==> src/verilog/rfs_unused_placeholder_removed.sv <==
// Intentionally empty design unit list
`timescale 1ns/1ps
`default_nettype none
`default_nettype wire

==> src/verilog/rfs_pkg.sv <==
// Package of constants and carrier types for the radio frame status bank
`default_nettype none
package rfs_pkg;
  // ----------------------------------------------------------------------
  // Register offsets on the serial port
  // ----------------------------------------------------------------------
  localparam logic [6:0] ADDR_CAL_STATE = 7'h32;
  localparam logic [6:0] ADDR_BUF_CHAN = 7'h33;
  localparam logic [6:0] ADDR_RX_THR = 7'h34;
  localparam logic [6:0] ADDR_OPTIONS = 7'h35;
  localparam logic [6:0] ADDR_CLEAR_CHANNEL_THRESHOLD = 7'h36;
  // ----------------------------------------------------------------------
  // Reset values and field positions
  // ----------------------------------------------------------------------
  localparam logic [6:0] RX_THR_RST = 7'h40;
  localparam logic [1:0] OPTIONS_RST = 2'h1;
  localparam logic [7:0] CLEAR_CHANNEL_THRESHOLD_RST = 8'he0;
  localparam int OPT_GUARD_BIT = 0;
  localparam int OPT_SLOTTED_BIT = 1;
  localparam int CMD_WRITE_BIT = 7;
  localparam logic [2:0] SPI_PINS_RST = 3'h5;
  // ----------------------------------------------------------------------
  // Timing
  // ----------------------------------------------------------------------
  localparam int CLK_PERIOD_NS = 25;
  localparam int SYMBOL_NS = 16000;
  localparam int TURN_SYMBOLS = 12;
  localparam int SYMBOL_CYCLES = SYMBOL_NS / CLK_PERIOD_NS;
  localparam int TURN_CYCLES = TURN_SYMBOLS * SYMBOL_CYCLES;
  // ----------------------------------------------------------------------
  // Clear-channel modes
  // ----------------------------------------------------------------------
  localparam logic [1:0] CCA_ALWAYS = 2'h0;
  localparam logic [1:0] CCA_BY_RSSI = 2'h1;
  localparam logic [1:0] CCA_NOT_RX = 2'h2;
  localparam logic [1:0] CCA_BOTH = 2'h3;
  // ----------------------------------------------------------------------
  // Carrier types
  // ----------------------------------------------------------------------
  typedef struct packed {
    logic cal_done;
    logic synth_cal_in_progress;
    logic [5:0] state;
  } rfs_stat0_t;
  typedef struct packed {
    logic rx_data;
    logic thr_flag;
    logic sfd;
    logic cca;
    logic latched_cca;
    logic lock;
    logic tx_active;
    logic rx_active;
  } rfs_stat1_t;
  typedef struct packed {
    logic synth_cal_in_progress;
    logic cal_done;
    logic [5:0] state;
    logic lock;
    logic tx_active;
    logic rx_active;
    logic receiving;
    logic [7:0] rssi;
    logic [1:0] clear_channel_mode;
    logic [2:0] clear_channel_hysteresis;
  } rfs_radio_t;
  typedef struct packed {
    logic [7:0] byte_count;
    logic [7:0] filtered_count;
    logic frames_present;
    logic overflow;
    logic byte_read;
  } rfs_rxbuf_t;
  typedef struct packed {
    logic sfd_seen;
    logic frame_done;
    logic sample_strobe;
    logic tx_if_clear_strobe;
    logic ack_req_end;
    logic rx_end;
    logic backoff_boundary;
  } rfs_events_t;
endpackage : rfs_pkg
`default_nettype wire

==> src/verilog/rfs_status_bank.sv <==
// Status and option register bank of the frame-control machine
`timescale 1ns/1ps
`default_nettype none
// Notes on behaviour
// - Calibration status bit 6 is high while synthesizer calibration runs.
// - Bit 7 pulses one cycle when calibration may be switched off.
// - Bits 5:0 show the frame machine state, read only.
// - Receive data bit high when buffer holds data, low during overflow.
// - Threshold flag sets when filtered bytes exceed the threshold.
// - Threshold flag also sets when a complete frame is buffered.
// - Flag clears when a read leaves fewer bytes than threshold, no frame.
// - Threshold flag held high during buffer overflow.
// - In transmit, start-of-frame bit high from delimiter sent to frame end.
// - In receive, start-of-frame bit high from delimiter received to frame end.
// - Bit 4 carries live clear-channel value, also driven to the pin.
// - Bit 3 latches clear-channel value on sample or transmit-if-clear strobe.
// - Bit 2 shows synthesizer lock.
// - Bit 1 shows transmit states, bit 0 receive states.
// - Seven-bit threshold field, reset 0x40, bit 7 reads zero.
// - With option bit 1 clear, acknowledge is sent twelve symbols after requesting frame.
// - Option bit 1 sends acknowledge at first backoff slot after twelve symbols.
// - Turnaround option applies a guard of twelve symbols less one cycle after reception ends.
// - Signed clear-channel threshold, reset 0xE0; clear when signal is below.
// - Mode selects always, strength with hysteresis, not receiving, or both.
module rfs_status_bank #(
  parameter int ACK_DELAY_CYCLES = rfs_pkg::TURN_CYCLES,
  parameter int GUARD_CYCLES = rfs_pkg::TURN_CYCLES
) (
  input wire logic i_sys_clk,
  input wire logic i_resetn,
  input wire logic i_spi_cs_n,
  input wire logic i_spi_sclk,
  input wire logic i_spi_mosi,
  input wire rfs_pkg::rfs_radio_t i_radio,
  input wire rfs_pkg::rfs_rxbuf_t i_rxbuf,
  input wire rfs_pkg::rfs_events_t i_events,
  output logic o_spi_miso,
  output logic o_cca,
  output logic o_ack_start,
  output logic o_rx_guard
);
  import rfs_pkg::*;

  // ----------------------------------------------------------------------
  // Serial port: three-stage sync, accepted once stages two and three agree
  // ----------------------------------------------------------------------
  logic [2:0] pin_s1_reg;
  logic [2:0] pin_s2_reg;
  logic [2:0] pin_s3_reg;
  logic [2:0] pin_reg;
  logic [2:0] pin_next;
  logic [3:0] bit_cnt_reg;
  logic [6:0] shift_reg;
  logic [7:0] cmd_reg;
  logic [7:0] tx_sh_reg;
  wire cs_n = pin_reg[2];
  wire sclk_rise = pin_next[1] & ~pin_reg[1];
  wire sclk_fall = ~pin_next[1] & pin_reg[1];
  wire mosi = pin_next[0];
  wire cmd_done = sclk_rise & ~cs_n & (bit_cnt_reg == 4'h7);
  wire data_done = sclk_rise & ~cs_n & (bit_cnt_reg == 4'hf);
  wire [7:0] rx_byte = {shift_reg, mosi};
  wire wr_en = data_done & cmd_reg[CMD_WRITE_BIT];

  // Bits change only where the last two stages agree, so a metastable first
  // stage never reaches the decoder
  wire [2:0] pin_agree = pin_s2_reg ~^ pin_s3_reg;
  assign pin_next = (pin_s3_reg & pin_agree) | (pin_reg & ~pin_agree);

  always_ff @(posedge i_sys_clk or negedge i_resetn) begin
    if (!i_resetn) begin
      pin_s1_reg <= SPI_PINS_RST;
      pin_s2_reg <= SPI_PINS_RST;
      pin_s3_reg <= SPI_PINS_RST;
      pin_reg <= SPI_PINS_RST;
    end else begin
      pin_s1_reg <= {i_spi_cs_n, i_spi_sclk, i_spi_mosi};
      pin_s2_reg <= pin_s1_reg;
      pin_s3_reg <= pin_s2_reg;
      pin_reg <= pin_next;
    end
  end

  // Frame: command byte {write, offset[6:0]}, then one data byte, MSB first
  always_ff @(posedge i_sys_clk or negedge i_resetn) begin
    if (!i_resetn) begin
      bit_cnt_reg <= 4'h0;
      shift_reg <= 7'h00;
      cmd_reg <= 8'h00;
    end else if (cs_n) begin
      bit_cnt_reg <= 4'h0;
    end else if (sclk_rise) begin
      bit_cnt_reg <= bit_cnt_reg + 4'h1;
      shift_reg <= rx_byte[6:0];
      if (cmd_done) begin
        cmd_reg <= rx_byte;
      end
    end
  end

  // ----------------------------------------------------------------------
  // Writable registers
  // ----------------------------------------------------------------------
  logic [6:0] rx_thr_reg;
  logic [1:0] options_reg;
  logic [7:0] clear_channel_threshold_reg;

  // Reserved bits are dropped on write so they always read back zero
  always_ff @(posedge i_sys_clk or negedge i_resetn) begin
    if (!i_resetn) begin
      rx_thr_reg <= RX_THR_RST;
      options_reg <= OPTIONS_RST;
      clear_channel_threshold_reg <= CLEAR_CHANNEL_THRESHOLD_RST;
    end else if (wr_en) begin
      if (cmd_reg[6:0] == ADDR_RX_THR) rx_thr_reg <= rx_byte[6:0];
      if (cmd_reg[6:0] == ADDR_OPTIONS) options_reg <= rx_byte[1:0];
      if (cmd_reg[6:0] == ADDR_CLEAR_CHANNEL_THRESHOLD) clear_channel_threshold_reg <= rx_byte;
    end
  end

  // ----------------------------------------------------------------------
  // Clear-channel assessment
  // ----------------------------------------------------------------------
  logic rssi_clear_reg;
  logic cca_reg;
  logic latched_reg;
  wire signed [8:0] rssi_s = {i_radio.rssi[7], i_radio.rssi};
  wire signed [8:0] thr_s = {clear_channel_threshold_reg[7], clear_channel_threshold_reg};
  wire signed [8:0] low_s = thr_s - $signed({6'h00, i_radio.clear_channel_hysteresis});
  wire rssi_below = rssi_s < low_s;
  wire rssi_above = rssi_s >= thr_s;
  wire rssi_clear_next = rssi_below | (rssi_clear_reg & ~rssi_above);
  wire not_rx = ~i_radio.receiving;
  logic cca_next;

  // Mode decode; the signal-strength term keeps its hysteresis memory
  always_comb begin
    unique case (i_radio.clear_channel_mode)
      CCA_ALWAYS: cca_next = 1'b1;
      CCA_BY_RSSI: cca_next = rssi_clear_next;
      CCA_NOT_RX: cca_next = not_rx;
      CCA_BOTH: cca_next = rssi_clear_next & not_rx;
    endcase
  end

  wire strobe = i_events.sample_strobe | i_events.tx_if_clear_strobe;

  // Latched copy samples the live value visible at the strobe
  always_ff @(posedge i_sys_clk or negedge i_resetn) begin
    if (!i_resetn) begin
      rssi_clear_reg <= 1'b0;
      cca_reg <= 1'b0;
      latched_reg <= 1'b0;
    end else begin
      rssi_clear_reg <= rssi_clear_next;
      cca_reg <= cca_next;
      latched_reg <= strobe ? cca_reg : latched_reg;
    end
  end

  // ----------------------------------------------------------------------
  // Receive buffer flags and start-of-frame bit
  // ----------------------------------------------------------------------
  logic thr_flag_reg;
  logic sfd_reg;
  wire thr_over = i_rxbuf.filtered_count > {1'b0, rx_thr_reg};
  wire thr_under = i_rxbuf.byte_count < {1'b0, rx_thr_reg};
  wire thr_clear = i_rxbuf.byte_read & thr_under & ~i_rxbuf.frames_present;
  // Any set term wins over a clear in the same cycle
  wire thr_set = thr_over | i_rxbuf.frames_present | i_rxbuf.overflow;
  wire thr_flag_next = thr_set | (thr_flag_reg & ~thr_clear);
  wire sfd_next = i_events.sfd_seen | (sfd_reg & ~i_events.frame_done);

  always_ff @(posedge i_sys_clk or negedge i_resetn) begin
    if (!i_resetn) begin
      thr_flag_reg <= 1'b0;
      sfd_reg <= 1'b0;
    end else begin
      thr_flag_reg <= thr_flag_next;
      sfd_reg <= sfd_next;
    end
  end

  // ----------------------------------------------------------------------
  // Status words, one cycle behind the radio inputs
  // ----------------------------------------------------------------------
  rfs_stat0_t stat0_reg;
  rfs_stat1_t stat1;
  logic rx_data_reg;
  logic lock_reg;
  logic tx_act_reg;
  logic rx_act_reg;

  always_ff @(posedge i_sys_clk or negedge i_resetn) begin
    if (!i_resetn) begin
      stat0_reg <= '0;
      rx_data_reg <= 1'b0;
      lock_reg <= 1'b0;
      tx_act_reg <= 1'b0;
      rx_act_reg <= 1'b0;
    end else begin
      stat0_reg <= {i_radio.cal_done, i_radio.synth_cal_in_progress, i_radio.state};
      rx_data_reg <= (i_rxbuf.byte_count != 8'h00) & ~i_rxbuf.overflow;
      lock_reg <= i_radio.lock;
      tx_act_reg <= i_radio.tx_active;
      rx_act_reg <= i_radio.rx_active;
    end
  end

  assign stat1 = {rx_data_reg, thr_flag_reg, sfd_reg, cca_reg, latched_reg,
                  lock_reg, tx_act_reg, rx_act_reg};

  // Read mux; unmapped offsets read zero
  wire [6:0] rd_addr = rx_byte[6:0];
  wire [7:0] rd_data = (rd_addr == ADDR_CAL_STATE) ? stat0_reg :
                       (rd_addr == ADDR_BUF_CHAN) ? stat1 :
                       (rd_addr == ADDR_RX_THR) ? {1'b0, rx_thr_reg} :
                       (rd_addr == ADDR_OPTIONS) ? {6'h00, options_reg} :
                       (rd_addr == ADDR_CLEAR_CHANNEL_THRESHOLD) ? clear_channel_threshold_reg : 8'h00;

  // Read data is snapshotted at the command byte; MISO moves on falling edges
  always_ff @(posedge i_sys_clk or negedge i_resetn) begin
    if (!i_resetn) begin
      tx_sh_reg <= 8'h00;
      o_spi_miso <= 1'b0;
    end else if (cmd_done) begin
      tx_sh_reg <= rd_data;
    end else if (sclk_fall & ~cs_n & bit_cnt_reg[3]) begin
      o_spi_miso <= tx_sh_reg[7];
      tx_sh_reg <= {tx_sh_reg[6:0], 1'b0};
    end
  end

  // ----------------------------------------------------------------------
  // Acknowledge timing and receive turnaround guard
  // ----------------------------------------------------------------------
  typedef enum logic [1:0] {ACK_IDLE, ACK_WAIT, ACK_SLOT} rfs_ack_st_t;
  localparam logic [12:0] ACK_LOAD = 13'(ACK_DELAY_CYCLES - 1);
  localparam logic [12:0] GUARD_LOAD = 13'(GUARD_CYCLES);
  rfs_ack_st_t ack_st_reg;
  rfs_ack_st_t ack_st_next;
  logic [12:0] ack_cnt_reg;
  logic [12:0] guard_cnt_reg;
  logic ack_fire;
  wire slotted = options_reg[OPT_SLOTTED_BIT];

  // Slotted mode waits for a boundary strictly after the delay has run out
  always_comb begin
    ack_st_next = ack_st_reg;
    ack_fire = 1'b0;
    unique case (ack_st_reg)
      ACK_IDLE: if (i_events.ack_req_end) ack_st_next = ACK_WAIT;
      ACK_WAIT: if (ack_cnt_reg == 13'h0000) begin
        if (slotted) begin
          ack_st_next = ACK_SLOT;
        end else begin
          ack_st_next = ACK_IDLE;
          ack_fire = 1'b1;
        end
      end
      ACK_SLOT: if (i_events.backoff_boundary) begin
        ack_st_next = ACK_IDLE;
        ack_fire = 1'b1;
      end
    endcase
  end

  always_ff @(posedge i_sys_clk or negedge i_resetn) begin
    if (!i_resetn) begin
      ack_st_reg <= ACK_IDLE;
      ack_cnt_reg <= 13'h0000;
      o_ack_start <= 1'b0;
    end else begin
      ack_st_reg <= ack_st_next;
      ack_cnt_reg <= (ack_st_reg == ACK_IDLE) ? ACK_LOAD :
                     (ack_cnt_reg == 13'h0000) ? ack_cnt_reg : ack_cnt_reg - 13'h0001;
      o_ack_start <= ack_fire;
    end
  end

  // Guard only armed when the option is set at the end of reception
  always_ff @(posedge i_sys_clk or negedge i_resetn) begin
    if (!i_resetn) begin
      guard_cnt_reg <= 13'h0000;
      o_rx_guard <= 1'b0;
    end else begin
      if (i_events.rx_end & options_reg[OPT_GUARD_BIT]) begin
        guard_cnt_reg <= GUARD_LOAD;
      end else if (guard_cnt_reg != 13'h0000) begin
        guard_cnt_reg <= guard_cnt_reg - 13'h0001;
      end
      o_rx_guard <= (guard_cnt_reg > 13'h0001);
    end
  end

  // Pin copy of the live assessment
  always_ff @(posedge i_sys_clk or negedge i_resetn) begin
    if (!i_resetn) begin
      o_cca <= 1'b0;
    end else begin
      o_cca <= cca_next;
    end
  end
endmodule : rfs_status_bank
`default_nettype wire

==> config.mk <==
export PLATFORM = sky130hd
export DESIGN_NAME = rfs_status_bank
export DESIGN_NICKNAME = d
export VERILOG_FILES = /design/src/verilog/rfs_unused_placeholder_removed.sv /design/src/verilog/rfs_pkg.sv /design/src/verilog/rfs_status_bank.sv
export SDC_FILE = /design/constraint.sdc
export NUM_CORES = 1
export LEC_CHECK = 0
export BUFFER_PORTS_ARGS = -buffer_cell sky130_fd_sc_hd__buf_2
export CELL_PAD_IN_SITES_DETAIL_PLACEMENT = 1
export CELL_PAD_IN_SITES_GLOBAL_PLACEMENT = 2
export CORE_UTILIZATION = 34
export DETAILED_ROUTE_END_ITERATION = 8
export PLACE_DENSITY_LB_ADDON = 0.1
export SETUP_SLACK_MARGIN = 0.15
export SLEW_MARGIN = 30
export SYNTH_ARGS = -nofsm -noshare
export SYNTH_HDL_FRONTEND = slang
export SYNTH_SLANG_ARGS = --single-unit
==> constraint.sdc <==
create_clock -name i_sys_clk -period 2.7 [get_ports i_sys_clk]
set_clock_uncertainty 0.05 [all_clocks]
set_input_delay 0.135 -clock i_sys_clk [delete_from_list [all_inputs] [get_ports i_sys_clk]]
set_output_delay 0.135 -clock i_sys_clk [all_outputs]
set_load 0.005 [all_outputs]
======== Yosys cells after proc, flatten, opt, wreduce, memory -nomap -nowiden ========
Index checks and enable logic that the tools add are counted.
word-level totals
  memories ................................ 0
  ROM bits ................................ 0
  bits in latches ......................... 0
  word-level logic and storage cells ...... 132
  bits in registers ....................... 104
  bits in writable memories ............... 0
cells by class
  bitwise logic cells ..................... 37
  eq/ne operators ......................... 19
  order comparisons ....................... 5
  reduce and logical (&&, ||, !) cells .... 15
  divide/modulo/power cells ............... 0
  $add $sub $neg .......................... 4
  shifts and indexed selects .............. 0
  multiplexer cells ....................... 23
  $mul .................................... 0
operators by type and width
  kind                     count
  $eq A7 B6 Y1 const B     8
  $mux W8                  7
  $mux W13                 4
  $sub A13 B1 Y13 const B  2
  $and A1 B1 Y1            16
  $gt A13 B1 Y1 const B    1
  $logic_not A13 Y1        1
  $reduce_bool A13 Y1      1
  $not A1 Y1               10
  $reduce_and A2 Y1        5
  $lt A8 B9 Y1             1
  $sub A8 B4 Y9            1
  $ge A8 B8 Y1             1
  $gt A8 B7 Y1             1
  $lt A8 B7 Y1             1
  $mux W2                  4
  $mux W4                  2
  $reduce_bool A8 Y1       1
  $and A3 B3 Y3            2
  $eq A2 B2 Y1 const B     3
  $ne A2 B2 Y1 const B     3
  $or A1 B1 Y1             6
  $pmux W2 S3              1
  $reduce_and A3 Y1        2
  13 further kinds         19

======== Logic depth before layout (Yosys ltp) ========
  depth after elaboration ................. 11
  depth in mapped cells ................... 13

======== Worst setup path before layout ========
Ideal clock, no wire load.
  path kind ............................... register to register
  start point ............................. register clear_channel_threshold_reg[0]
  end point ............................... register o_cca
  cell stages (with the launch flop) ...... 12
  required time ........................... 2.564 ns
  data arrival time ....................... 2.583 ns
  buffers on the path ..................... 0
  setup time .............................. 0.086 ns
  slack ................................... -0.019 ns
  cells stage by stage .................... dfrtp_1 > inv_1 > ha_1 > fa_1 > o21ai_0 > nor3_1 > xnor2_1 > ha_1 > a21o_1 > a2111oi_0 > o21ai_0 > a32oi_1
between the ends
  longest elaborated chain between the ends .. 6
  elaborated cells between the ends (all ways) .. 8
ends and longest elaborated chain
  what                                                   RTL line                text
  from (decl)                                            rfs_status_bank.sv:106  logic [7:0] clear_channel_threshold_reg;
  from (signal assigned)                                 rfs_status_bank.sv:117  if (cmd_reg[6:0] == ADDR_CLEAR_CHANNEL_THRESHOLD) clear_channel_threshold_reg <= rx_byte;
  branches (longest 3 deep; another with $sub A8 B4 Y9)  -
  $or A1 B1 Y1 *                                         rfs_status_bank.sv:132  wire rssi_clear_next = rssi_below | (rssi_clear_reg & ~rssi_above);
  $and A1 B1 Y1                                          rfs_status_bank.sv:142  CCA_BOTH: cca_next = rssi_clear_next & not_rx;
  $pmux W1 S4 *                                          rfs_status_bank.sv:138  unique case (i_radio.clear_channel_mode)
  named net cca_next                                     rfs_status_bank.sv:134  logic cca_next;
  to (signal assigned)                                   rfs_status_bank.sv:301  o_cca <= cca_next;
  to (decl)                                              rfs_status_bank.sv:38   output logic o_cca,
Mark *: on every way through the listed nets, which the timed path passes.
A chain may end at the register's enable or synchronous reset.

======== Worst setup path after layout ========
Ends and elaborated chain as after synthesis.

==> results.json <==
{
  "synth_edf_count": 0,
  "clock_path_buffers": 2,
  "combinationalPowerShare_pct": 13.6,
  "core-area_um2": 15400,
  "dpl.hpwl_um": 10400,
  "yosysTopAreaCell": "dfrtp_1",
  "synthToLayoutAreaGrowth_pct": 23.1,
  "grt_usage_pct": 18.4,
  "num_rows": 45,
  "synth.top_cell.area_share_pct": 42.0,
  "io_buffers": 59,
  "crit_buf_inv": 1,
  "clkSinkCount": 104,
  "grt.overflow.total": 0,
  "postSynthCellCount": 518,
  "cts.htree.levels": 3,
  "start_util_pct": 35.3,
  "synth_fp_nets": 614,
  "first_global_vias": 4447,
  "viasPerCell": 5.09,
  "yosys_warnings": 0,
  "total_power_mw": 3.56,
  "drc": 0,
  "antenna_left": 0,
  "layout_min_cycle_time_ns": 2.63,
  "max_slew.worst_pin.slew_ns": 0.764,
  "finish.instance_area_um2": 6670,
  "fp.dieH_um": 128,
  "ys_async_sr_fraction_pct": 100,
  "p_switching_mw": 1.00,
  "ys_top_cells_by_count": "dfrtp_1 (91), nand2_1 (61), ha_1 (39)",
  "p_clk_share_pct": 35.6,
  "ctsRootBufferMaster": "clkbuf_16",
  "vias": 4216,
  "ios": 60,
  "ys_ff_latch": 104,
  "yosysMostFrequentCell": "dfrtp_1",
  "drt_pass1_iterations": 4,
  "pwr_density_cell_nw_per_um2": 533,
  "grt_max_degree": 57,
  "seq_power_share_pct": 50.8,
  "slowest_delay_ns": 0.37,
  "place_area_um2": 6030,
  "clk_latency_ns": 0.35,
  "wl_per_cell_um": 16.7,
  "totalWireLength_um": 13900,
  "die-area_um2": 16400,
  "yosysSeqAreaShare_pct": 48.3,
  "gp_congestion": 0.797,
  "syn_area_um2": 5420,
  "grt_first_pass_wirelength_um": 23200,
  "arrival_ns": 2.85,
  "vdd_drop_max_mv": 0.334,
  "rsz0062_at_grt": "yes",
  "worstPathCellList": "inv_2, ha_4, fa_2, o21ai_4, nor3_4, xnor2_2, ha_1, a21o_1, a2111oi_4, o21ai_2, a32oi_1",
  "p_sw_share_pct": 28.3,
  "synth_flop_cell": "dfrtp_1",
  "path_class": "reg -> reg",
  "cp_top_family": "compound AO/OA/AOI/OAI gates",
  "finalSetupTns_ns": 0,
  "die_w_um": 128,
  "p_leak_nw": 2.87,
  "stdcell_count": 829,
  "worstSetupEndpointType": "register",
  "diodes": 0,
  "maxCapViolations": 0,
  "final-setup-viol-count": 0,
  "layout-drive-gt1-share_pct": 24.1,
  "syn-mean-instance-area_um2": 10.5,
  "antenna_found_initial": 0,
  "drt_iter0_markers": 169,
  "cts_buffers": 9,
  "min_path_type": "in -> reg",
  "max_slew_margin_pct": 49.1,
  "p_int_mw": 2.55,
  "finalMaxSlewViolations": 0,
  "pre_cts_ws_ns": -0.0109,
  "fin_ws_ns": 0.0695,
  "critPathMaxFanout": 2,
  "status": "finished, final reports clean",
  "tritoncts": "built",
  "layout.nets": 709,
  "whs_ns": 0.0209,
  "critPathLaunchType": "register",
  "synth_cell_types": 65,
  "cts.clk_slew.worst_paths_ns": 0.07,
  "hold_viol": 0,
  "period_share_pct": 97.4,
  "critPathSlowestCell": "fa_2",
  "fmax_ghz": 0.380,
  "postLayoutCoreUtil_pct": 43.4,
  "worstPathRequired_ns": 2.92,
  "synth_area_leaders": "dfrtp_1 (42%), ha_1 (9.0%), dfstp_2 (6.3%)",
  "place_inst": 786
}
## routing by layer
metal  GRT usage (%)  wire (µm)  share of wire (%)  vias up
li1                -          -                  -     2035
met1            25.1       6920                 50     2117
met2            29.8       6490                 47       51
met3            3.88        324                2.3       13
met4            4.22        151                1.1        0
met5               0          0                  0        -
## repair_timing
action | CTS | global route
endpoints found under the setup margin | 2 | 2
hold endpoints to repair | 68 | 0
hold buffers | 23 | 0
resized for setup | 8 | 11
buffers inserted | 0 | 4
pin swaps | 8 | 11
## cells in the final DEF, fill, tap and decap left out, types with 4 or more instances in the layout
master / Yosys / routed
o21ai_0: 32 / 28
mux2_2: 19 / 19
dfrtp_1: 91 / 91
nand3_1: 13 / 12
or3_1: 6 / 6
a211oi_1: 5 / 4
ha_1: 39 / 38
dfstp_2: 13 / 13
nor4_1: 7 / 6
inv_1: 34 / 33
buf_4: 0 / 14
mux2i_1: 4 / 4
nand3b_1: 5 / 5
nor2_1: 33 / 33
nor3_1: 17 / 16
a21o_1: 7 / 7
clkbuf_16: 0 / 9
xnor2_1: 15 / 14
nand2_1: 61 / 60
buf_2: 3 / 58
a21oi_1: 16 / 16
xor2_1: 8 / 8
o22ai_1: 4 / 4
a22oi_1: 6 / 6
dlygate4sd3_1: 0 / 23
## power groups by stage
stage / Sequential, mW / Combinational (mW) / Clock, mW
2_1_floorplan: 1.75 / 0.303 / 0
3_3_place_gp: 1.83 / 0.432 / 0
3_5_place_dp: 1.84 / 0.444 / 0
4_1_cts: 1.81 / 0.477 / 1.31
5_1_grt: 1.82 / 0.548 / 1.37
6_report: 1.81 / 0.483 / 1.27
## cell families (layout without fill, tap and decap cells)
group / count (synthesis) / count (layout) / synth area share (%)
and+or+nand+nor: 176 / 176 / 17.5
DFF: 104 / 104 / 48.3
AOI/OAI and AO/OA: 103 / 103 / 12.7
buffers and inverters: 47 / 147 / 3.32
adders and majority gates: 42 / 42 / 9.74
xor gates and xnor gates: 23 / 23 / 3.72
muxes: 23 / 23 / 4.69
## worst register-to-register path, cell delays in order, from the launching register on
cell       delay [ns]
dfrtp_1          0.36
inv_2            0.05
ha_4             0.17
fa_2             0.37
o21ai_4          0.18
nor3_4           0.07
xnor2_2          0.19
ha_1             0.27
a21o_1           0.19
a2111oi_4        0.36
o21ai_2          0.11
a32oi_1          0.18
## layout make-up
| type | instances | area, µm² |
|---|---|---|
| clock inverter | 5 | 40.0 |
| clock buffer | 11 | 243 |
| tap | 211 | 264 |
| fill | 1717 | 8700 |
| sequential | 104 | 2620 |
| multi-input combinational | 367 | 2730 |
| inverter | 35 | 131 |
| timing repair buffer | 96 | 646 |
## final timing paths
kind,from,to,slack [ns],cells past startpoint
max,clear_channel_threshold_reg[0]$_DFFE_PN0P_,o_cca$_DFF_PN0_,0.07,11
min,i_events[0],o_ack_start$_DFF_PN0_,0.02,3
max reg2reg,clear_channel_threshold_reg[0]$_DFFE_PN0P_,o_cca$_DFF_PN0_,0.07,11
min reg2reg,pin_s1_reg[2]$_DFF_PN1_,pin_s2_reg[2]$_DFF_PN1_,0.31,0
max in group asynchronous,i_resetn,pin_s3_reg[0]$_DFF_PN1_,1.48,3
min in group asynchronous,i_resetn,rssi_clear_reg$_DFF_PN0_,0.34,2
Note: power is estimated with default switching activity, not from simulation.
